$ cat src/independent_watchdog_regs.vh
// constants of the independent watchdog configuration block
// assumes inclusion by the watchdog module only
`ifndef INDEPENDENT_WATCHDOG_REGS_VH
`define INDEPENDENT_WATCHDOG_REGS_VH

// divider select codes
`define DIV_SEL_1        4'h0
`define DIV_SEL_16       4'h2
`define DIV_SEL_32       4'h3
`define DIV_SEL_64       4'h4
`define DIV_SEL_128      4'hF
`define DIV_SEL_256      4'h5

// divider terminal counts (ratio minus one)
`define DIV_LIM_1        8'h00
`define DIV_LIM_16       8'h0F
`define DIV_LIM_32       8'h1F
`define DIV_LIM_64       8'h3F
`define DIV_LIM_128      8'h7F
`define DIV_LIM_256      8'hFF

// counter start values, first variant
`define V1_START_00      14'h03FF
`define V1_START_01      14'h0FFF
`define V1_START_10      14'h1FFF
`define V1_START_11      14'h3FFF

// counter start values, second variant
`define V2_START_00      14'h007F
`define V2_START_01      14'h01FF
`define V2_START_10      14'h03FF
`define V2_START_11      14'h07FF

// refresh sequence bytes
`define REFRESH_FIRST    8'h00
`define REFRESH_SECOND   8'hFF

// reset values
`define RST_COUNT        14'h0000
`define RST_PRESCALE     8'h00
`define RST_SEL4         4'h0
`define RST_SEL2         2'h0

`endif

$ cat src/independent_watchdog_config.v
// independent watchdog: mode select, settings, divider, window, countdown
// assumes ref_clk_i is the dedicated watchdog clock; low-power entry is
// asynchronous, all other inputs come from logic on the same clock
//
// Behaviour
// RULE_01: auto-start takes all settings from option word
// RULE_02: register mode takes settings at refresh; here reset/irq select and count-stop bit are read live instead
// RULE_03: window start select sets permitted-period start
// RULE_04: window end select sets permitted-period end
// RULE_05: one bit picks reset or interrupt on error
// RULE_06: count-stop bit halts counting in low power
// RULE_07: first variant table 1024 to 16384 cycles
// RULE_08: second variant table 128 to 2048 cycles
// RULE_09: fourteen-bit down-counter on divided clock
// RULE_10: software refreshes with 00h then FFh
// RULE_11: divider ratios 1,16,32,64,128,256
// RULE_12: parameter picks which timeout table decodes
`timescale 1ns/1ps
`include "independent_watchdog_regs.vh"

module independent_watchdog_config #(
  parameter SECOND_VARIANT = 0
) (
  input  wire        ref_clk_i,
  input  wire        reset_n_i,
  input  wire        auto_start_mode_i,
  input  wire [3:0]  autostart_divider_select_i,
  input  wire [1:0]  autostart_timeout_select_i,
  input  wire [1:0]  autostart_window_start_select_i,
  input  wire [1:0]  autostart_window_end_select_i,
  input  wire        autostart_reset_or_irq_select_i,
  input  wire        autostart_lowpower_count_stop_i,
  input  wire [3:0]  divider_select_i,
  input  wire [1:0]  timeout_select_i,
  input  wire [1:0]  window_start_select_i,
  input  wire [1:0]  window_end_select_i,
  input  wire        reset_or_irq_select_i,
  input  wire        lowpower_count_stop_i,
  input  wire        refresh_write_i,
  input  wire [7:0]  refresh_data_i,
  input  wire        lowpower_state_i,
  output reg         reset_request_o,
  output reg         irq_request_o,
  output reg         underflow_event_o,
  output reg         refresh_error_event_o,
  output reg         counting_o,
  output reg         refresh_window_o,
  output reg  [13:0] count_value_o
);

  // ----------------------------------------------------------------
  // decode functions
  // ----------------------------------------------------------------
  function [7:0] div_limit;
    input [3:0] sel;
    begin
      case (sel)
        `DIV_SEL_1:   div_limit = `DIV_LIM_1;
        `DIV_SEL_16:  div_limit = `DIV_LIM_16;
        `DIV_SEL_32:  div_limit = `DIV_LIM_32;
        `DIV_SEL_64:  div_limit = `DIV_LIM_64;
        `DIV_SEL_128: div_limit = `DIV_LIM_128;
        `DIV_SEL_256: div_limit = `DIV_LIM_256;
        default:      div_limit = `DIV_LIM_1;
      endcase
    end
  endfunction

  function [13:0] start_value;
    input [1:0] sel;
    begin
      if (SECOND_VARIANT != 0) begin // [RULE_12]
        case (sel) // [RULE_08]
          2'h0:    start_value = `V2_START_00;
          2'h1:    start_value = `V2_START_01;
          2'h2:    start_value = `V2_START_10;
          default: start_value = `V2_START_11;
        endcase
      end else begin
        case (sel) // [RULE_07]
          2'h0:    start_value = `V1_START_00;
          2'h1:    start_value = `V1_START_01;
          2'h2:    start_value = `V1_START_10;
          default: start_value = `V1_START_11;
        endcase
      end
    end
  endfunction

  // quarter multiples of the period, 15 bits wide
  function [14:0] quarters;
    input [1:0]  n;
    input [13:0] sv;
    reg   [14:0] q;
    begin
      q = ({1'b0, sv} + 15'h0001) >> 2;
      case (n)
        2'h0:    quarters = 15'h0000;
        2'h1:    quarters = q;
        2'h2:    quarters = q << 1;
        default: quarters = (q << 1) + q;
      endcase
    end
  endfunction

  // ----------------------------------------------------------------
  // state
  // ----------------------------------------------------------------
  localparam SEQ_IDLE  = 2'b01;
  localparam SEQ_ARMED = 2'b10;

  reg [1:0]  seq_state;
  reg        lp_meta;
  reg        lp_sync;
  reg        booted;
  reg        mode_auto;
  reg [3:0]  cur_div;
  reg [1:0]  cur_timeout_select;
  reg [1:0]  cur_window_start_select;
  reg [1:0]  cur_window_end_select;
  reg        auto_rst_irq;
  reg        auto_cstp;
  reg [7:0]  prescale;
  reg [13:0] count;
  reg        counting;

  // ----------------------------------------------------------------
  // combinational decode
  // ----------------------------------------------------------------
  wire        sel_irq   = mode_auto ? auto_rst_irq
                                    : reset_or_irq_select_i;
  wire        sel_cstp  = mode_auto ? auto_cstp : lowpower_count_stop_i;
  wire        stopped   = sel_cstp & lp_sync; // [RULE_06]
  wire        tick      = counting & ~stopped &
                          (prescale == div_limit(cur_div)); // [RULE_11]
  wire [13:0] cur_start = start_value(cur_timeout_select);
  // start = 0..75 % of period elapsed, end = 75..0 % remaining
  wire [14:0] start_lim = quarters(2'h3 - cur_window_start_select, cur_start)
                          + quarters(2'h1, cur_start); // [RULE_03]
  wire [14:0] end_lim   = quarters(2'h3 - cur_window_end_select, cur_start); // [RULE_04]
  wire        in_window = ({1'b0, count} < start_lim) &
                          ({1'b0, count} >= end_lim);
  wire        refresh   = refresh_write_i &
                          (refresh_data_i == `REFRESH_SECOND) &
                          (seq_state == SEQ_ARMED); // [RULE_10]
  wire        ref_err   = refresh & counting & ~in_window;
  wire        underflow = tick & (count == 14'h0000);
  wire        error     = ref_err | underflow;

  // ----------------------------------------------------------------
  // low-power entry synchroniser
  // ----------------------------------------------------------------
  always @(posedge ref_clk_i or negedge reset_n_i) begin
    if (!reset_n_i) begin
      lp_meta <= 1'b0;
      lp_sync <= 1'b0;
    end else begin
      lp_meta <= lowpower_state_i;
      lp_sync <= lp_meta;
    end
  end

  // ----------------------------------------------------------------
  // refresh byte sequencer
  // ----------------------------------------------------------------
  always @(posedge ref_clk_i or negedge reset_n_i) begin
    if (!reset_n_i) begin
      seq_state <= SEQ_IDLE;
    end else if (refresh_write_i) begin
      case (seq_state)
        SEQ_IDLE:  seq_state <= (refresh_data_i == `REFRESH_FIRST) ?
                                SEQ_ARMED : SEQ_IDLE;
        SEQ_ARMED: seq_state <= (refresh_data_i == `REFRESH_FIRST) ?
                                SEQ_ARMED : SEQ_IDLE;
        default:   seq_state <= SEQ_IDLE;
      endcase
    end
  end

  // ----------------------------------------------------------------
  // settings, divider and countdown
  // ----------------------------------------------------------------
  always @(posedge ref_clk_i or negedge reset_n_i) begin
    if (!reset_n_i) begin
      booted       <= 1'b0;
      mode_auto    <= 1'b0;
      cur_div      <= `RST_SEL4;
      cur_timeout_select     <= `RST_SEL2;
      cur_window_start_select     <= `RST_SEL2;
      cur_window_end_select     <= `RST_SEL2;
      auto_rst_irq <= 1'b0;
      auto_cstp    <= 1'b0;
      prescale     <= `RST_PRESCALE;
      count        <= `RST_COUNT;
      counting     <= 1'b0;
    end else if (!booted) begin
      booted    <= 1'b1;
      mode_auto <= auto_start_mode_i;
      if (auto_start_mode_i) begin // [RULE_01]
        cur_div      <= autostart_divider_select_i;
        cur_timeout_select     <= autostart_timeout_select_i;
        cur_window_start_select     <= autostart_window_start_select_i;
        cur_window_end_select     <= autostart_window_end_select_i;
        auto_rst_irq <= autostart_reset_or_irq_select_i;
        auto_cstp    <= autostart_lowpower_count_stop_i;
        count        <= start_value(autostart_timeout_select_i);
        counting     <= 1'b1;
      end
    end else if (error) begin
      prescale <= `RST_PRESCALE;
      count    <= cur_start;
      counting <= mode_auto;
    end else if (refresh) begin
      prescale <= `RST_PRESCALE;
      counting <= 1'b1;
      if (mode_auto) begin
        count <= cur_start;
      end else begin // [RULE_02]
        cur_div  <= divider_select_i;
        cur_timeout_select <= timeout_select_i;
        cur_window_start_select <= window_start_select_i;
        cur_window_end_select <= window_end_select_i;
        count    <= start_value(timeout_select_i);
      end
    end else if (counting && !stopped) begin
      if (tick) begin
        prescale <= `RST_PRESCALE;
        count    <= count - 14'h0001; // [RULE_09]
      end else begin
        prescale <= prescale + 8'h01;
      end
    end
  end

  // ----------------------------------------------------------------
  // registered outputs
  // ----------------------------------------------------------------
  always @(posedge ref_clk_i or negedge reset_n_i) begin
    if (!reset_n_i) begin
      reset_request_o       <= 1'b0;
      irq_request_o         <= 1'b0;
      underflow_event_o     <= 1'b0;
      refresh_error_event_o <= 1'b0;
      counting_o            <= 1'b0;
      refresh_window_o      <= 1'b0;
      count_value_o         <= `RST_COUNT;
    end else begin
      reset_request_o       <= booted & error & ~sel_irq; // [RULE_05]
      irq_request_o         <= booted & error & sel_irq; // [RULE_05]
      underflow_event_o     <= booted & underflow;
      refresh_error_event_o <= booted & ref_err;
      counting_o            <= counting;
      refresh_window_o      <= counting & in_window;
      count_value_o         <= count;
    end
  end

endmodule // independent_watchdog_config

$ cat config.mk
export PLATFORM = sky130hd
export DESIGN_NAME = independent_watchdog_config
export DESIGN_NICKNAME = d
export VERILOG_FILES = /design/src/independent_watchdog_config.v
export VERILOG_INCLUDE_DIRS = /design/src
export SDC_FILE = /design/constraint.sdc
export NUM_CORES = 1
export LEC_CHECK = 0
export BUFFER_PORTS_ARGS = -buffer_cell sky130_fd_sc_hd__buf_2
export CAP_MARGIN = 20
export CELL_PAD_IN_SITES_DETAIL_PLACEMENT = 1
export CELL_PAD_IN_SITES_GLOBAL_PLACEMENT = 1
export CORE_MARGIN = 3
export CORE_UTILIZATION = 44
export DETAILED_ROUTE_END_ITERATION = 8
export GPL_ROUTABILITY_DRIVEN = 0
export PLACE_DENSITY = 0.8
export SETUP_SLACK_MARGIN = 0.15
export SLEW_MARGIN = 40
export SYNTH_ARGS = -nofsm -noshare
export SYNTH_HDL_FRONTEND = slang
export SYNTH_SLANG_ARGS = --single-unit
$ cat constraint.sdc
create_clock -name ref_clk_i -period 4.1 [get_ports ref_clk_i]
set_input_delay 0 -clock ref_clk_i [delete_from_list [all_inputs] [get_ports ref_clk_i]]
set_output_delay 0 -clock ref_clk_i [all_outputs]
set_load 0.005 [all_outputs]
### Word level (Yosys, flattened, before mapping)

Cells that the tools add are included.

* register bits: 61
* input port bits: 37
* output and inout port bits: 20
* logic and storage cells: 137

* add/sub/neg operators: 7
* $lt $le $gt $ge: 2
* equality and inequality tests: 25
* multiplexer cells: 45
* bitwise logic cells: 20
* reduce and logical (&&, ||, !) cells: 17

Operator list (count)
* $pmux 14 s3: 3
* $mux 14: 7
* $pmux 15 s3: 2
* $pmux 8 s5: 1
* $mux 2: 17
* $mux 8: 4
* $mux 4: 5
* $add 14x1->15 const B: 1
* $add 14x13->15: 1
* $add 15x13->15: 1
* $and 1x1->1: 15
* $ge 14x15->1: 1
* $lt 14x15->1: 1
* $logic_not 14->1: 1
* $sub 14x1->14 const B: 1
* $eq 2x1->1 const B: 6
* $eq 2x2->1 const B: 6
* $logic_not 2->1: 5
* $add 8x1->8 const B: 1
* $eq 4x2->1 const B: 2
* $eq 4x3->1 const B: 2
* $eq 8x8->1: 1
* $eq 8x8->1 const B: 1
* $logic_not 8->1: 1
* other kinds (17): 30

### Longest topological paths before layout

Gate-level depths: netlist of run 1.

* depth after elaboration: 13
* gate-level depth with buffers: 17
* gate-level depth less buffers: 16

### Least setup slack after synthesis of run 1

OpenSTA, ideal clock, no wires.

* kind: register to register
* start: reg cur_timeout_select[1]
* end: reg cur_timeout_select[1]
* library setup time: 126 ps
* arrival: 3290 ps
* setup slack: 684 ps
* stages on the path, launching flop included: 16
* path buffers: 0
* path through: dfrtp_1 -> inv_1 -> ha_1 -> nor2b_1 -> ha_1 -> a31o_2 -> a21o_1 -> a21oi_1 -> xnor2_1 -> ha_1 -> nand2_1 -> o31ai_1 -> a31oi_2 -> o21ai_0 -> nor2_1 -> a311o_1

* word-level cells in the longest chain between the ends: 13

RTL lines
* start, declared: RTL line independent_watchdog_config.v:118 `reg [1:0] cur_timeout_select;`
* start signal, assigned: RTL line independent_watchdog_config.v:188 `` cur_timeout_select <= `RST_SEL2; ``
* start signal, assigned: RTL line independent_watchdog_config.v:201 `cur_timeout_select <= autostart_timeout_select_i;`
* start signal, assigned: RTL line independent_watchdog_config.v:220 `cur_timeout_select <= timeout_select_i;`
* $eq 2x2->1, or another cell as far along: RTL line independent_watchdog_config.v:80 `case (sel)`
* $pmux 14 s3 *: RTL line independent_watchdog_config.v:80
* $add 14x1->15 *: RTL line independent_watchdog_config.v:96 `q = ({1'b0, sv} + 15'h0001) >> 2;`
* $add 14x13->15: RTL line independent_watchdog_config.v:101 `default: quarters = (q << 1) + q;`
* $pmux 15 s3: RTL line independent_watchdog_config.v:97 `case (n)`
* $add 15x13->15: RTL line independent_watchdog_config.v:139 `+ quarters(2'h1, cur_start);`
* $lt 14x15->1: RTL line independent_watchdog_config.v:141 `wire in_window = ({1'b0, count} < start_lim) &`
* $and 1x1->1 *: RTL line independent_watchdog_config.v:141
* $not 1->1 *: RTL line independent_watchdog_config.v:146 `wire ref_err = refresh & counting & ~in_window;`
* $and 1x1->1 *: RTL line independent_watchdog_config.v:146
* $or 1x1->1 *: RTL line independent_watchdog_config.v:148 `wire error = ref_err | underflow;`
* $ne 2x2->1 (no line) *
* $reduce_and 4->1 (no line) *

Every way passes the cells marked *; elsewhere a longest branch is shown, timed or not.
A chain may end at the register's enable or synchronous reset.

### Worst setup path after layout of run 1

* start: reg cur_timeout_select[1]
* end: reg cur_div[2]

* word-level cells in the longest chain between the ends: 13

RTL lines
* $eq 2x2->1, or another cell as far along: RTL line independent_watchdog_config.v:80
* $pmux 14 s3 *: RTL line independent_watchdog_config.v:80
* $add 14x1->15 *: RTL line independent_watchdog_config.v:96
* $add 14x13->15: RTL line independent_watchdog_config.v:101
* $pmux 15 s3: RTL line independent_watchdog_config.v:97
* $add 15x13->15: RTL line independent_watchdog_config.v:139
* $lt 14x15->1: RTL line independent_watchdog_config.v:141
* $and 1x1->1 *: RTL line independent_watchdog_config.v:141
* $not 1->1 *: RTL line independent_watchdog_config.v:146
* $and 1x1->1 *: RTL line independent_watchdog_config.v:146
* $or 1x1->1 *: RTL line independent_watchdog_config.v:148
* $ne 2x2->1 (no line) *
* $reduce_and 4->1 (no line) *
* end signal, assigned: RTL line independent_watchdog_config.v:187 `` cur_div <= `RST_SEL4; ``
* end signal, assigned: RTL line independent_watchdog_config.v:200 `cur_div <= autostart_divider_select_i;`
* end signal, assigned: RTL line independent_watchdog_config.v:219 `cur_div <= divider_select_i;`
* end, declared: RTL line independent_watchdog_config.v:117 `reg [3:0] cur_div;`

Marked as above.

==> metrics.txt, run 1 <==
# TYPE chip_impl_metric gauge
chip_impl_info{name="outcome",value="completed"} 1
chip_impl_info{name="criticalPathCategory",value="reg -> reg"} 1
chip_impl_metric{name="drt_pre_antenna_iters",unit=""} 4
chip_impl_metric{name="timing.final.max_slew_violations",unit=""} 0
chip_impl_metric{name="initial_antenna_violation_count",unit=""} 0
chip_impl_metric{name="worst_ir_drop_vdd",unit="V"} 0.0002071
chip_impl_metric{name="fp.coreArea",unit="µm²"} 8423
chip_impl_metric{name="synth_seq_area_share",unit="%"} 39.00
chip_impl_metric{name="drt-vias-per-instance",unit=""} 5.995
chip_impl_metric{name="cts_inserted_buffers",unit=""} 9
chip_impl_info{name="synth.area.top_cells",value="sky130_fd_sc_hd__dfrtp_1 38%, sky130_fd_sc_hd__ha_1 7.7%, sky130_fd_sc_hd__nand2_1 4.4%, sky130_fd_sc_hd__a21oi_1 4.3%, sky130_fd_sc_hd__mux2i_1 3.1%"} 1
chip_impl_metric{name="number_of_placed_i_o_pins",unit=""} 57
chip_impl_metric{name="floorplan.initialDensity",unit="%"} 46.51
chip_impl_metric{name="die_area",unit="µm²"} 10070
chip_impl_metric{name="final.setup.tns",unit="ns"} 0
chip_impl_metric{name="async_flop_share",unit="%"} 100.0
chip_impl_metric{name="finalWorstPathRequiredPeriod",unit="ns"} 3.794
chip_impl_metric{name="insertion_delay",unit="ns"} 0.35
chip_impl_metric{name="post_route_antenna_net_violation_count",unit=""} 0
chip_impl_metric{name="timing.hold.ws",unit="ns"} 0.04651
chip_impl_metric{name="hpwlAfterDp",unit="µm"} 7962
chip_impl_metric{name="cts_max_path_buffers",unit=""} 2
chip_impl_metric{name="route.detailed.wl_per_inst",unit="µm"} 19.61
chip_impl_metric{name="placed_cells_incl_taps",unit=""} 569
chip_impl_metric{name="initialDrtViolationCount",unit=""} 209
chip_impl_metric{name="fp.dieW",unit="µm"} 100.4
chip_impl_metric{name="clk_transition_reported_paths",unit="ns"} 0.07
chip_impl_metric{name="final_net_count",unit=""} 557
chip_impl_metric{name="timing.critical_path.fanout_max",unit=""} 7
chip_impl_metric{name="number_of_enable_flip_flop_cells_after_synthesis",unit=""} 0
chip_impl_metric{name="slew_headroom",unit="%"} 56.20
chip_impl_metric{name="n_antenna_cell",unit=""} 0
chip_impl_metric{name="area_growth_syn_to_layout",unit="%"} 20.06
chip_impl_info{name="kind_of_capture_point_of_the_worst_setup_path",value="register"} 1
chip_impl_metric{name="final.period_utilization",unit="%"} 92.55
chip_impl_metric{name="ys_ff_latch",unit=""} 61
chip_impl_metric{name="wp_data_arrival",unit="ns"} 4.01
chip_impl_metric{name="cts_max_level",unit=""} 3
chip_impl_metric{name="tightestPinTransition",unit="ns"} 0.6555
chip_impl_info{name="layout.cells.most_common_list",value="59 x sky130_fd_sc_hd__dfrtp_1, 56 x sky130_fd_sc_hd__buf_2, 46 x sky130_fd_sc_hd__nand2_1, 33 x sky130_fd_sc_hd__a21oi_1, 27 x sky130_fd_sc_hd__nor2_1"} 1
chip_impl_metric{name="first_global_vias",unit=""} 3841
chip_impl_metric{name="critical_path_required",unit="ns"} 4.32
chip_impl_info{name="startpoint_type",value="register"} 1
chip_impl_metric{name="placementRows",unit=""} 33
chip_impl_metric{name="power_density",unit="nW/µm²"} 407.9
chip_impl_metric{name="yosysUniqueCellTypes",unit=""} 74
chip_impl_info{name="synth_top_flop_cell",value="sky130_fd_sc_hd__dfrtp_1"} 1
chip_impl_info{name="rsz_0062_raised_after_global_routing",value="false"} 1
chip_impl_metric{name="clock_sink_count",unit=""} 61
chip_impl_metric{name="fillers",unit=""} 987
chip_impl_metric{name="drv.max_cap_violation_count",unit=""} 0
chip_impl_metric{name="syn-num-nets",unit=""} 480
chip_impl_metric{name="hold_viol",unit=""} 0
chip_impl_metric{name="grt_start_max_net_pins",unit=""} 62
chip_impl_metric{name="routed-via-count",unit=""} 3633
chip_impl_metric{name="grt-ovfl-total",unit=""} 0
chip_impl_metric{name="post_synth_instance_area",unit="µm²"} 3918
chip_impl_metric{name="post_layout_nonfiller_instances",unit=""} 606
chip_impl_info{name="clock_tree.root_cell",value="sky130_fd_sc_hd__clkbuf_8"} 1
chip_impl_metric{name="average_size_of_a_mapped_cell",unit="µm²"} 9.350
chip_impl_info{name="post_synth_top_area_cell",value="sky130_fd_sc_hd__dfrtp_1"} 1
chip_impl_metric{name="track_usage",unit="%"} 24.37
chip_impl_info{name="tritoncts",value="yes"} 1
chip_impl_metric{name="post_route_cells_drive_above_1_share",unit="%"} 24.15
chip_impl_metric{name="setup-violations-final",unit=""} 0
chip_impl_metric{name="post_synth_inst_count",unit=""} 419
chip_impl_metric{name="vertical_die_dimension",unit="µm"} 100.4
chip_impl_metric{name="power.static_leakage",unit="nW"} 2.009
chip_impl_metric{name="achievable-frequency",unit="MHz"} 263.5
chip_impl_metric{name="route.detailed.drc",unit=""} 0
chip_impl_metric{name="synth_top_area_share",unit="%"} 38.33
chip_impl_info{name="layout_commonest_cell",value="sky130_fd_sc_hd__dfrtp_1"} 1
chip_impl_metric{name="buffer_ports.inserted",unit=""} 56
chip_impl_metric{name="totalWireLength",unit="µm"} 11890
chip_impl_info{name="min-delay-path-class",value="in -> reg"} 1
chip_impl_metric{name="finalClockSkew",unit="ns"} 0.01485
chip_impl_metric{name="global_route_wire_length_before_repair",unit="µm"} 19530
chip_impl_metric{name="yosys_warning_count",unit=""} 0
[logic make-up after synthesis]
kind of cell	share of synthesized area [%]
flip-flops	39.00
buffers and inverters	5.206
adder cells (fa/ha/maj)	7.665
XOR/XNOR	2.683
AO/OA/AOI/OAI	20.70
AND/OR/NAND/NOR	21.02
other	0.09572
multiplexers	3.641
[power by group]
part / total (mW) / switching [mW] / internal, mW / leakage, nW
Combinational: 0.463 / 0.246 / 0.217 / 1.22
Sequential: 0.764 / 0.104 / 0.659 / 0.658
Clock: 0.692 / 0.255 / 0.437 / 0.127
[synth_stat cells (3+ instances only)]
cell type and number:
sky130_fd_sc_hd__xnor2_1 11, sky130_fd_sc_hd__mux2i_1 12, sky130_fd_sc_hd__o21a_1 5, sky130_fd_sc_hd__nor4_1 4, sky130_fd_sc_hd__o22ai_1 9, sky130_fd_sc_hd__nand4_1 4, sky130_fd_sc_hd__a22o_1 3, sky130_fd_sc_hd__o31ai_1 3
sky130_fd_sc_hd__a21oi_1 34, sky130_fd_sc_hd__or4_1 4, sky130_fd_sc_hd__inv_1 15, sky130_fd_sc_hd__dfrtp_1 60, sky130_fd_sc_hd__o21ai_0 22, sky130_fd_sc_hd__nor2b_1 8, sky130_fd_sc_hd__o2111ai_1 3, sky130_fd_sc_hd__nand3_1 8
sky130_fd_sc_hd__nand2_1 46, sky130_fd_sc_hd__nor3b_1 4, sky130_fd_sc_hd__nand2b_1 7, sky130_fd_sc_hd__o21ai_1 4, sky130_fd_sc_hd__ha_1 24, sky130_fd_sc_hd__a21o_1 3, sky130_fd_sc_hd__a31oi_1 5, sky130_fd_sc_hd__nor2_1 27
sky130_fd_sc_hd__or3_1 6, sky130_fd_sc_hd__clkbuf_1 4, sky130_fd_sc_hd__nor3_1 15, sky130_fd_sc_hd__or2_2 10, sky130_fd_sc_hd__a211oi_1 4, sky130_fd_sc_hd__clkbuf_8 6
[layer usage]
layer  vias up  GRT usage [%]  wire length [µm]
met5         -              0                 0
met4         0          6.736               217
met3        20          4.587               451
met2        87          42.35              6134
met1      1849          30.95              5082
li1       1677              -                 -
[flip-flops by register name (all words and copies together), names as in the netlist]
| name | flops |
|---|---|
| lp_sync | 1 |
| cur_window_start_select | 2 |
| auto_rst_irq | 1 |
| cur_window_end_select | 2 |
| cur_div | 4 |
| cur_timeout_select | 2 |
| count | 14 |
| lp_meta | 1 |
| refresh_error_event_o | 1 |
| booted | 1 |
| reset_request_o | 1 |
| counting | 1 |
| auto_cstp | 1 |
| prescale | 8 |
| seq_state | 2 |
| irq_request_o | 1 |
| underflow_event_o | 1 |
| mode_auto | 1 |
| count_value_o | 14 |
| counting_o | 1 |
| refresh_window_o | 1 |
[area by class of cell]
class / instances / area [µm²] / share of cell area (%)
repair buffers: 81 / 519.2 / 11.04
well taps: 105 / 131.4 / 2.793
clock buffers: 12 / 155.1 / 3.299
inverters: 16 / 60.06 / 1.277
flip-flops and latches: 61 / 1529 / 32.51
clock inverters: 4 / 95.09 / 2.022
multi-input cells: 327 / 2213 / 47.06
[critical path, stage by stage, from the launching register on]
cell                       delay [ns]
sky130_fd_sc_hd__dfrtp_1         0.46
sky130_fd_sc_hd__inv_1           0.13
sky130_fd_sc_hd__ha_1            0.31
sky130_fd_sc_hd__mux2i_1         0.19
sky130_fd_sc_hd__o21ai_0         0.14
sky130_fd_sc_hd__ha_1            0.36
sky130_fd_sc_hd__a21o_1          0.18
sky130_fd_sc_hd__a21oi_2         0.16
sky130_fd_sc_hd__xnor2_1         0.09
sky130_fd_sc_hd__ha_1            0.30
sky130_fd_sc_hd__nand2_1         0.06
sky130_fd_sc_hd__o31ai_1         0.25
sky130_fd_sc_hd__a31oi_2         0.23
sky130_fd_sc_hd__o21bai_4        0.31
sky130_fd_sc_hd__buf_12          0.16
sky130_fd_sc_hd__mux2i_1         0.24
sky130_fd_sc_hd__a21oi_1         0.10
[path summary, 6_finish.rpt]
kind / start / to / slack (ns) / cells after the start
max: cur_timeout_select[1] / cur_div[2] / 0.31 / 16
max in group asynchronous: reset_n_i / cur_timeout_select[0] / 3.41 / 3
max reg2reg: cur_timeout_select[1] / cur_div[2] / 0.31 / 16
min reg2reg: lp_meta / lp_sync / 0.35 / 0
min in group asynchronous: reset_n_i / prescale[5] / 0.27 / 3
min: refresh_data_i[2] / seq_state[1] / 0.05 / 4
[metrics by stage]
step / area [µm²] / setup WS, ns / utilization [%] / total power [mW]
finish: 4703 / 0.3055 / 55.84 / 1.919
global route: 4703 / 0.06885 / 55.84 / 2.024
CTS: 4642 / 0.2266 / 55.11 / 1.887
detailed placement: 4215 / 0.1280 / 50.04 / 1.187
global placement: 4215 / 0.3212 / 50.04 / 1.159
floorplan: 3918 / 0.6837 / - / 1.063
[timing repair]
item / in CTS / in global routing
hold endpoints to repair: 74 / 0
hold buffers: 14 / 0
resized for setup: 2 / 8
setup endpoints to repair: 3 / 16
setup buffers: 3 / 4
pin swaps: 1 / 2
gates cloned: 0 / 0
Note: power is estimated with default switching activity, not from simulation.
==> run 2, diff against run 1 <==
ABC_CLOCK_PERIOD_IN_PS = 4100   (was default)
SETUP_SLACK_MARGIN = 0.5   (was 0.15)
==> metrics.txt, run 2 (synthesized netlist as in run 1, its figures left out) <==
# TYPE chip_impl_metric gauge
chip_impl_info{name="startpoint_type",value="register"} 1
chip_impl_info{name="tritoncts",value="yes"} 1
chip_impl_metric{name="timing.hold.ws",unit="ns"} 0.04039
chip_impl_metric{name="insertion_delay",unit="ns"} 0.35
chip_impl_metric{name="final.setup.tns",unit="ns"} 0
chip_impl_metric{name="fin_ws",unit="ns"} 0.4805
chip_impl_metric{name="tightestPinTransition",unit="ns"} 0.7069
chip_impl_metric{name="placementRows",unit=""} 33
chip_impl_info{name="layout.cells.most_common_list",value="58 x sky130_fd_sc_hd__dfrtp_1, 56 x sky130_fd_sc_hd__buf_2, 45 x sky130_fd_sc_hd__nand2_1, 30 x sky130_fd_sc_hd__a21oi_1, 27 x sky130_fd_sc_hd__nor2_1"} 1
chip_impl_metric{name="finalWorstPathRequiredPeriod",unit="ns"} 3.620
chip_impl_metric{name="number_of_placed_i_o_pins",unit=""} 57
chip_impl_metric{name="hold_viol",unit=""} 0
chip_impl_metric{name="power.static_leakage",unit="nW"} 2.068
chip_impl_metric{name="grt_start_max_net_pins",unit=""} 62
chip_impl_metric{name="cts_max_level",unit=""} 3
chip_impl_metric{name="placed_cells_incl_taps",unit=""} 569
chip_impl_metric{name="global_route_wire_length_before_repair",unit="µm"} 19750
chip_impl_metric{name="rrSetupSlack",unit="ns"} 0.48
chip_impl_metric{name="seq_power_share",unit="%"} 38.0
chip_impl_metric{name="timing.critical_path.fanout_max",unit=""} 8
chip_impl_metric{name="vertical_die_dimension",unit="µm"} 100.4
chip_impl_metric{name="power_density",unit="nW/µm²"} 412.5
chip_impl_metric{name="initial_antenna_violation_count",unit=""} 0
chip_impl_metric{name="track_usage",unit="%"} 24.61
chip_impl_metric{name="first_global_vias",unit=""} 3885
chip_impl_metric{name="clk_transition_reported_paths",unit="ns"} 0.08
chip_impl_metric{name="power.net_switching",unit="mW"} 0.6617
chip_impl_metric{name="post_place_worst_slack",unit="ns"} 0.1280
chip_impl_metric{name="achievable-frequency",unit="MHz"} 276.3
chip_impl_metric{name="fin_util",unit="%"} 58.48
chip_impl_metric{name="comb_power_share",unit="%"} 28.2
chip_impl_metric{name="floorplan.initialDensity",unit="%"} 46.51
chip_impl_metric{name="post_route_antenna_net_violation_count",unit=""} 0
chip_impl_metric{name="placed_cell_area",unit="µm²"} 4215
chip_impl_metric{name="min_path_cells",unit=""} 4
chip_impl_metric{name="fp.dieW",unit="µm"} 100.4
chip_impl_metric{name="grt-ovfl-total",unit=""} 0
chip_impl_info{name="worst_hold_startpoint",value="divider_select_i[1]"} 1
chip_impl_info{name="criticalPathCategory",value="reg -> reg"} 1
chip_impl_info{name="layout_commonest_cell",value="sky130_fd_sc_hd__dfrtp_1"} 1
chip_impl_metric{name="fin_area",unit="µm²"} 4926
chip_impl_metric{name="sw_frac_of_total",unit="%"} 32.56
chip_impl_info{name="rsz_0062_raised_after_global_routing",value="true"} 1
chip_impl_metric{name="cts_max_path_buffers",unit=""} 2
chip_impl_metric{name="worst_ir_drop_vdd",unit="V"} 0.0002163
chip_impl_metric{name="critical_path_required",unit="ns"} 4.32
chip_impl_metric{name="route.detailed.wl_per_inst",unit="µm"} 20.91
chip_impl_metric{name="route.detailed.drc",unit=""} 0
chip_impl_info{name="clock_tree.root_cell",value="sky130_fd_sc_hd__clkbuf_8"} 1
chip_impl_metric{name="buffer_ports.inserted",unit=""} 56
chip_impl_metric{name="drv.max_cap_violation_count",unit=""} 0
chip_impl_metric{name="area_growth_syn_to_layout",unit="%"} 25.74
chip_impl_metric{name="post_route_cells_drive_above_1_share",unit="%"} 28.35
chip_impl_metric{name="hpwlAfterDp",unit="µm"} 7962
chip_impl_metric{name="setup-violations-final",unit=""} 0
chip_impl_metric{name="finalClockSkew",unit="ns"} 0.01423
chip_impl_metric{name="routed-via-count",unit=""} 3798
chip_impl_info{name="kind_of_capture_point_of_the_worst_setup_path",value="register"} 1
chip_impl_metric{name="design_power_total",unit="mW"} 2.032
chip_impl_metric{name="power_frac_clock",unit="%"} 33.8
chip_impl_metric{name="drt_pre_antenna_iters",unit=""} 5
chip_impl_metric{name="initialDrtViolationCount",unit=""} 287
chip_impl_metric{name="final.period_utilization",unit="%"} 88.28
chip_impl_metric{name="rr_worst_depth",unit=""} 16
chip_impl_metric{name="wp_data_arrival",unit="ns"} 3.84
chip_impl_metric{name="n_antenna_cell",unit=""} 0
chip_impl_metric{name="die_area",unit="µm²"} 10070
chip_impl_metric{name="clock_sink_count",unit=""} 61
chip_impl_metric{name="totalWireLength",unit="µm"} 12820
chip_impl_metric{name="fp.coreArea",unit="µm²"} 8423
chip_impl_metric{name="final_net_count",unit=""} 564
chip_impl_metric{name="timing.final.max_slew_violations",unit=""} 0
chip_impl_info{name="hold_end",value="cur_div[1]"} 1
chip_impl_metric{name="cellInternalPower",unit="mW"} 1.370
chip_impl_metric{name="slew_headroom",unit="%"} 52.87
chip_impl_info{name="r2r_end",value="cur_div[2]"} 1
chip_impl_info{name="min-delay-path-class",value="in -> reg"} 1
chip_impl_info{name="biggestRegsByFlops",value="count: 14 flops, count_value_o: 14 flops, prescale: 8 flops"} 1
chip_impl_info{name="timing.rr.start",value="cur_timeout_select[0]"} 1
chip_impl_metric{name="drt-vias-per-instance",unit=""} 6.196
chip_impl_metric{name="cts_inserted_buffers",unit=""} 9
chip_impl_metric{name="post_layout_nonfiller_instances",unit=""} 613
chip_impl_info{name="outcome",value="completed"} 1
[run 2: cell types whose count changed in the layout (fill, tap and decap cells not counted), sizes merged]
cell,delta
buf,+7
[run 2: how the worst max path moves through the flow]
stage	to	slack, ns	cells past startpoint	startpoint
floorplan	cur_timeout_select[1]	0.68	15	cur_timeout_select[1]
global placement	cur_timeout_select[0]	0.32	15	cur_timeout_select[1]
detailed placement	cur_timeout_select[0]	0.13	15	cur_timeout_select[1]
CTS	cur_timeout_select[0]	0.50	16	cur_timeout_select[0]
global route	cur_window_end_select[1]	0.32	17	cur_timeout_select[0]
finish	cur_div[2]	0.48	16	cur_timeout_select[0]
[run 2: metal layers]
| metal | vias up | routed length [µm] | global-route usage, % | share of wire, % |
|---|---|---|---|---|
| met5 | - | 0 | 0 | 0 |
| met4 | 0 | 284 | 7.150 | 2.2 |
| met3 | 36 | 598 | 4.726 | 4.7 |
| met2 | 144 | 6678 | 42.66 | 52 |
| met1 | 1917 | 5257 | 31.12 | 41 |
| li1 | 1701 | - | - | - |
[run 2: what timing repair did]
item / in CTS / in global routing
endpoints found under the hold margin: 74 / 0
endpoints found under the setup margin: 17 / 18
setup buffers: 5 / 9
gates cloned: 0 / 0
pin swaps: 2 / 18
hold buffers: 14 / 0
gates resized for setup: 10 / 34
[run 2: cell type report]
type	instances	area [µm²]
Clock buffer	12	155.1
Clock inverter	4	95.09
Fill cell	963	3497
Inverter	16	65.06
Multi-Input combinational cell	327	2366
Sequential cell	61	1530
Tap cell	105	131.4
Timing Repair Buffer	88	583.1
[run 2: worst max-delay path, cell delays in order (launching register included)]
cell and delay [ns]:
sky130_fd_sc_hd__dfrtp_2 0.47, sky130_fd_sc_hd__buf_6 0.14, sky130_fd_sc_hd__ha_4 0.19, sky130_fd_sc_hd__mux2i_1 0.17
sky130_fd_sc_hd__o21ai_1 0.09, sky130_fd_sc_hd__ha_1 0.36, sky130_fd_sc_hd__a21o_1 0.20, sky130_fd_sc_hd__a21oi_2 0.15
sky130_fd_sc_hd__xnor2_1 0.10, sky130_fd_sc_hd__ha_1 0.33, sky130_fd_sc_hd__nand2_2 0.08, sky130_fd_sc_hd__o31ai_4 0.26
sky130_fd_sc_hd__a31oi_4 0.15, sky130_fd_sc_hd__o21bai_4 0.33, sky130_fd_sc_hd__buf_12 0.17, sky130_fd_sc_hd__mux2i_1 0.20
sky130_fd_sc_hd__a21oi_1 0.09
[run 2: power by group through the flow]
stage	Clock, mW	Sequential (mW)	Combinational, mW
after floorplan	0	0.713	0.350
after global placement	0	0.765	0.394
after detailed placement	0	0.771	0.415
after CTS	0.697	0.760	0.448
after global routing	0.725	0.783	0.622
final	0.687	0.772	0.572
==> run 3, diff against run 2 <==
CORE_UTILIZATION = 46   (was 44)
CTS_BUF_LIST = sky130_fd_sc_hd__clkbuf_4   (was default)
PLACE_DENSITY = 0.83   (was 0.8)
==> metrics.txt, run 3 (synthesized netlist as in run 1, its figures left out) <==
# TYPE chip_impl_metric gauge
chip_impl_metric{name="hold_viol",unit=""} 0
chip_impl_info{name="layout_commonest_cell",value="sky130_fd_sc_hd__dfrtp_1"} 1
chip_impl_metric{name="final.setup.tns",unit="ns"} 0
chip_impl_info{name="kind_of_capture_point_of_the_worst_setup_path",value="register"} 1
chip_impl_metric{name="power.static_leakage",unit="nW"} 2.107
chip_impl_metric{name="insertion_delay",unit="ns"} 0.42
chip_impl_metric{name="initial_antenna_violation_count",unit=""} 0
chip_impl_metric{name="tightestPinTransition",unit="ns"} 0.8084
chip_impl_metric{name="fp.coreArea",unit="µm²"} 8258
chip_impl_info{name="biggestRegsByFlops",value="count: 14 flops, count_value_o: 14 flops, prescale: 8 flops"} 1
chip_impl_metric{name="drv.max_cap_violation_count",unit=""} 0
chip_impl_metric{name="critical_path_required",unit="ns"} 4.47
chip_impl_info{name="layout.cells.most_common_list",value="58 x sky130_fd_sc_hd__dfrtp_1, 56 x sky130_fd_sc_hd__buf_2, 45 x sky130_fd_sc_hd__nand2_1, 28 x sky130_fd_sc_hd__a21oi_1"} 1
chip_impl_info{name="criticalPathCategory",value="reg -> reg"} 1
chip_impl_info{name="min-delay-path-class",value="in -> reg"} 1
chip_impl_metric{name="initialDrtViolationCount",unit=""} 283
chip_impl_metric{name="rrSetupSlack",unit="ns"} 0.29
chip_impl_metric{name="cts_max_path_buffers",unit=""} 2
chip_impl_metric{name="timing.final.max_slew_violations",unit=""} 0
chip_impl_metric{name="clock_sink_count",unit=""} 61
chip_impl_metric{name="hpwlAfterDp",unit="µm"} 7834
chip_impl_metric{name="timing.hold.ws",unit="ns"} 0.01199
chip_impl_metric{name="global_route_wire_length_before_repair",unit="µm"} 20470
chip_impl_metric{name="totalWireLength",unit="µm"} 13780
chip_impl_metric{name="final_net_count",unit=""} 581
chip_impl_metric{name="comb_power_share",unit="%"} 30.1
chip_impl_metric{name="critical_path.n_buffers_inverters",unit=""} 2
chip_impl_metric{name="floorplan.initialDensity",unit="%"} 47.44
chip_impl_info{name="outcome",value="completed"} 1
chip_impl_metric{name="cellInternalPower",unit="mW"} 1.236
chip_impl_metric{name="track_usage",unit="%"} 26.44
chip_impl_metric{name="critical_path.max_stage_delay",unit="ns"} 0.47
chip_impl_metric{name="power_density",unit="nW/µm²"} 378.9
chip_impl_info{name="kind_of_cell_with_the_highest_combined_delay_on_the_critical_path",value="compound AO/OA/AOI/OAI gates"} 1
chip_impl_metric{name="worst_ir_drop_vdd",unit="V"} 0.0002121
chip_impl_info{name="timing.rr.start",value="cur_timeout_select[0]"} 1
chip_impl_metric{name="post_route_cells_drive_above_1_share",unit="%"} 28.76
chip_impl_metric{name="die_area",unit="µm²"} 9660
chip_impl_info{name="rsz_0062_raised_after_global_routing",value="true"} 1
chip_impl_metric{name="route.detailed.wl_per_inst",unit="µm"} 21.84
chip_impl_metric{name="first_global_vias",unit=""} 3968
chip_impl_metric{name="rr_worst_depth",unit=""} 17
chip_impl_metric{name="buffer_ports.inserted",unit=""} 56
chip_impl_metric{name="cts_inserted_buffers",unit=""} 9
chip_impl_metric{name="fp.dieW",unit="µm"} 98.29
chip_impl_info{name="worst_hold_startpoint",value="divider_select_i[1]"} 1
chip_impl_metric{name="routed-via-count",unit=""} 3838
chip_impl_info{name="timing.critical_path.slowest_stage_cell",value="sky130_fd_sc_hd__dfrtp_2"} 1
chip_impl_metric{name="grt-ovfl-total",unit=""} 0
chip_impl_metric{name="slew_headroom",unit="%"} 46.11
chip_impl_metric{name="cts_max_level",unit=""} 3
chip_impl_metric{name="drt-vias-per-instance",unit=""} 6.082
chip_impl_metric{name="vertical_die_dimension",unit="µm"} 98.29
chip_impl_metric{name="drt_pre_antenna_iters",unit=""} 4
chip_impl_metric{name="setup-violations-final",unit=""} 0
chip_impl_metric{name="finalWorstPathRequiredPeriod",unit="ns"} 3.810
chip_impl_info{name="r2r_end",value="count[10]"} 1
chip_impl_metric{name="achievable-frequency",unit="MHz"} 262.4
chip_impl_metric{name="number_of_placed_i_o_pins",unit=""} 57
chip_impl_metric{name="placementRows",unit=""} 33
chip_impl_info{name="tritoncts",value="yes"} 1
chip_impl_metric{name="post_route_antenna_net_violation_count",unit=""} 0
chip_impl_info{name="startpoint_type",value="register"} 1
chip_impl_metric{name="sw_frac_of_total",unit="%"} 34.98
chip_impl_metric{name="area_growth_syn_to_layout",unit="%"} 28.07
chip_impl_metric{name="min_path_cells",unit=""} 4
chip_impl_info{name="clock_tree.root_cell",value="sky130_fd_sc_hd__clkbuf_4"} 1
chip_impl_metric{name="timing.critical_path.fanout_max",unit=""} 6
chip_impl_info{name="hold_end",value="cur_div[1]"} 1
chip_impl_info{name="path_cells",value="inv_2 > ha_4 > nor2b_2 > nand2_1 > o21ai_1 > ha_1 > a21o_1 > a21oi_2 > xnor2_1 > ha_1 > a21oi_2 > o31ai_4 > a31oi_4 > o21bai_4 > buf_4 > o21ai_0 > a21bo_2"} 1
chip_impl_metric{name="final.period_utilization",unit="%"} 92.94
chip_impl_metric{name="wp_data_arrival",unit="ns"} 4.18
chip_impl_metric{name="power_frac_clock",unit="%"} 29.4
chip_impl_metric{name="power.net_switching",unit="mW"} 0.6650
chip_impl_metric{name="finalClockSkew",unit="ns"} 0.01959
chip_impl_metric{name="seq_power_share",unit="%"} 40.5
chip_impl_metric{name="route.detailed.drc",unit=""} 0
chip_impl_metric{name="clk_transition_reported_paths",unit="ns"} 0.13
chip_impl_metric{name="grt_start_max_net_pins",unit=""} 62
-- run 3: cell types whose count changed in the layout (fill, tap and decap cells not counted), sizes merged --
cell,previous run,this run
dlygate4sd3,14,27
buf,74,77
clkbuf,12,9
clkinvlp,0,2
clkinv,2,3
diode,0,1
o21bai,1,2
-- run 3: worst max-delay path by stage --
stage                                startpoint                    end  slack (ns)  cells past startpoint
after floorplan           cur_timeout_select[1]  cur_timeout_select[1]        0.68                     15
after global placement    cur_timeout_select[1]  cur_timeout_select[0]        0.32                     15
after detailed placement  cur_timeout_select[1]  cur_timeout_select[0]        0.18                     15
after CTS                 cur_timeout_select[1]  cur_timeout_select[0]        0.47                     15
after global routing      cur_timeout_select[0]              count[10]        0.12                     17
final                     cur_timeout_select[0]              count[10]        0.29                     17
-- run 3: power by group through the flow --
stage | sequential [mW] | clock [mW] | combinational [mW]
final | 0.770 | 0.560 | 0.571
after global routing | 0.784 | 0.590 | 0.623
after CTS | 0.759 | 0.560 | 0.475
after detailed placement | 0.772 | 0 | 0.418
after global placement | 0.765 | 0 | 0.391
after floorplan | 0.713 | 0 | 0.350
-- run 3: metal layers --
metal	up-vias	GRT usage, %	part of all wire [%]
li1	1743	-	-
met1	1901	32.73	39
met2	145	46.07	52
met3	49	4.714	5.2
met4	0	9.559	3.7
met5	-	0	0
-- run 3: stage by stage --
stage,util (%),worst slack [ns],instances,power [mW],instance area (µm²)
2_1_floorplan,-,0.6837,419,1.063,3918
3_3_place_gp,51.05,0.3238,569,1.155,4215
3_5_place_dp,51.05,0.1820,569,1.189,4215
4_1_cts,57.74,0.4693,619,1.793,4768
5_1_grt,60.73,0.1241,630,1.997,5015
6_report,60.76,0.2895,631,1.901,5017
-- run 3: worst reg2reg max path, cell delays in order, from the launching register on --
cell                       delay (ns)
sky130_fd_sc_hd__dfrtp_2         0.47
sky130_fd_sc_hd__inv_2           0.15
sky130_fd_sc_hd__ha_4            0.19
sky130_fd_sc_hd__nor2b_2         0.21
sky130_fd_sc_hd__nand2_1         0.08
sky130_fd_sc_hd__o21ai_1         0.15
sky130_fd_sc_hd__ha_1            0.33
sky130_fd_sc_hd__a21o_1          0.20
sky130_fd_sc_hd__a21oi_2         0.14
sky130_fd_sc_hd__xnor2_1         0.10
sky130_fd_sc_hd__ha_1            0.34
sky130_fd_sc_hd__a21oi_2         0.18
sky130_fd_sc_hd__o31ai_4         0.10
sky130_fd_sc_hd__a31oi_4         0.33
sky130_fd_sc_hd__o21bai_4        0.13
sky130_fd_sc_hd__buf_4           0.17
sky130_fd_sc_hd__o21ai_0         0.29
sky130_fd_sc_hd__a21bo_2         0.20
-- run 3: cell type report --
| type | count | area [µm²] |
|---|---|---|
| Clock buffer | 9 | 67.56 |
| Antenna cell | 1 | 2.502 |
| Multi-Input combinational cell | 328 | 2372 |
| Tap cell | 105 | 131.4 |
| Timing Repair Buffer | 104 | 739.5 |
| Inverter | 16 | 60.06 |
| Sequential cell | 61 | 1530 |
| Clock inverter | 7 | 113.9 |
| Fill cell | 939 | 3241 |
-- run 3: what timing repair did --
item,4_1_cts,5_1_grt
gates resized for setup,11,34
buffers inserted,6,11
cloned,1,0
hold buffers,27,0
hold endpoints to repair,79,0
endpoints found under the setup margin,17,19
pin swaps,3,16
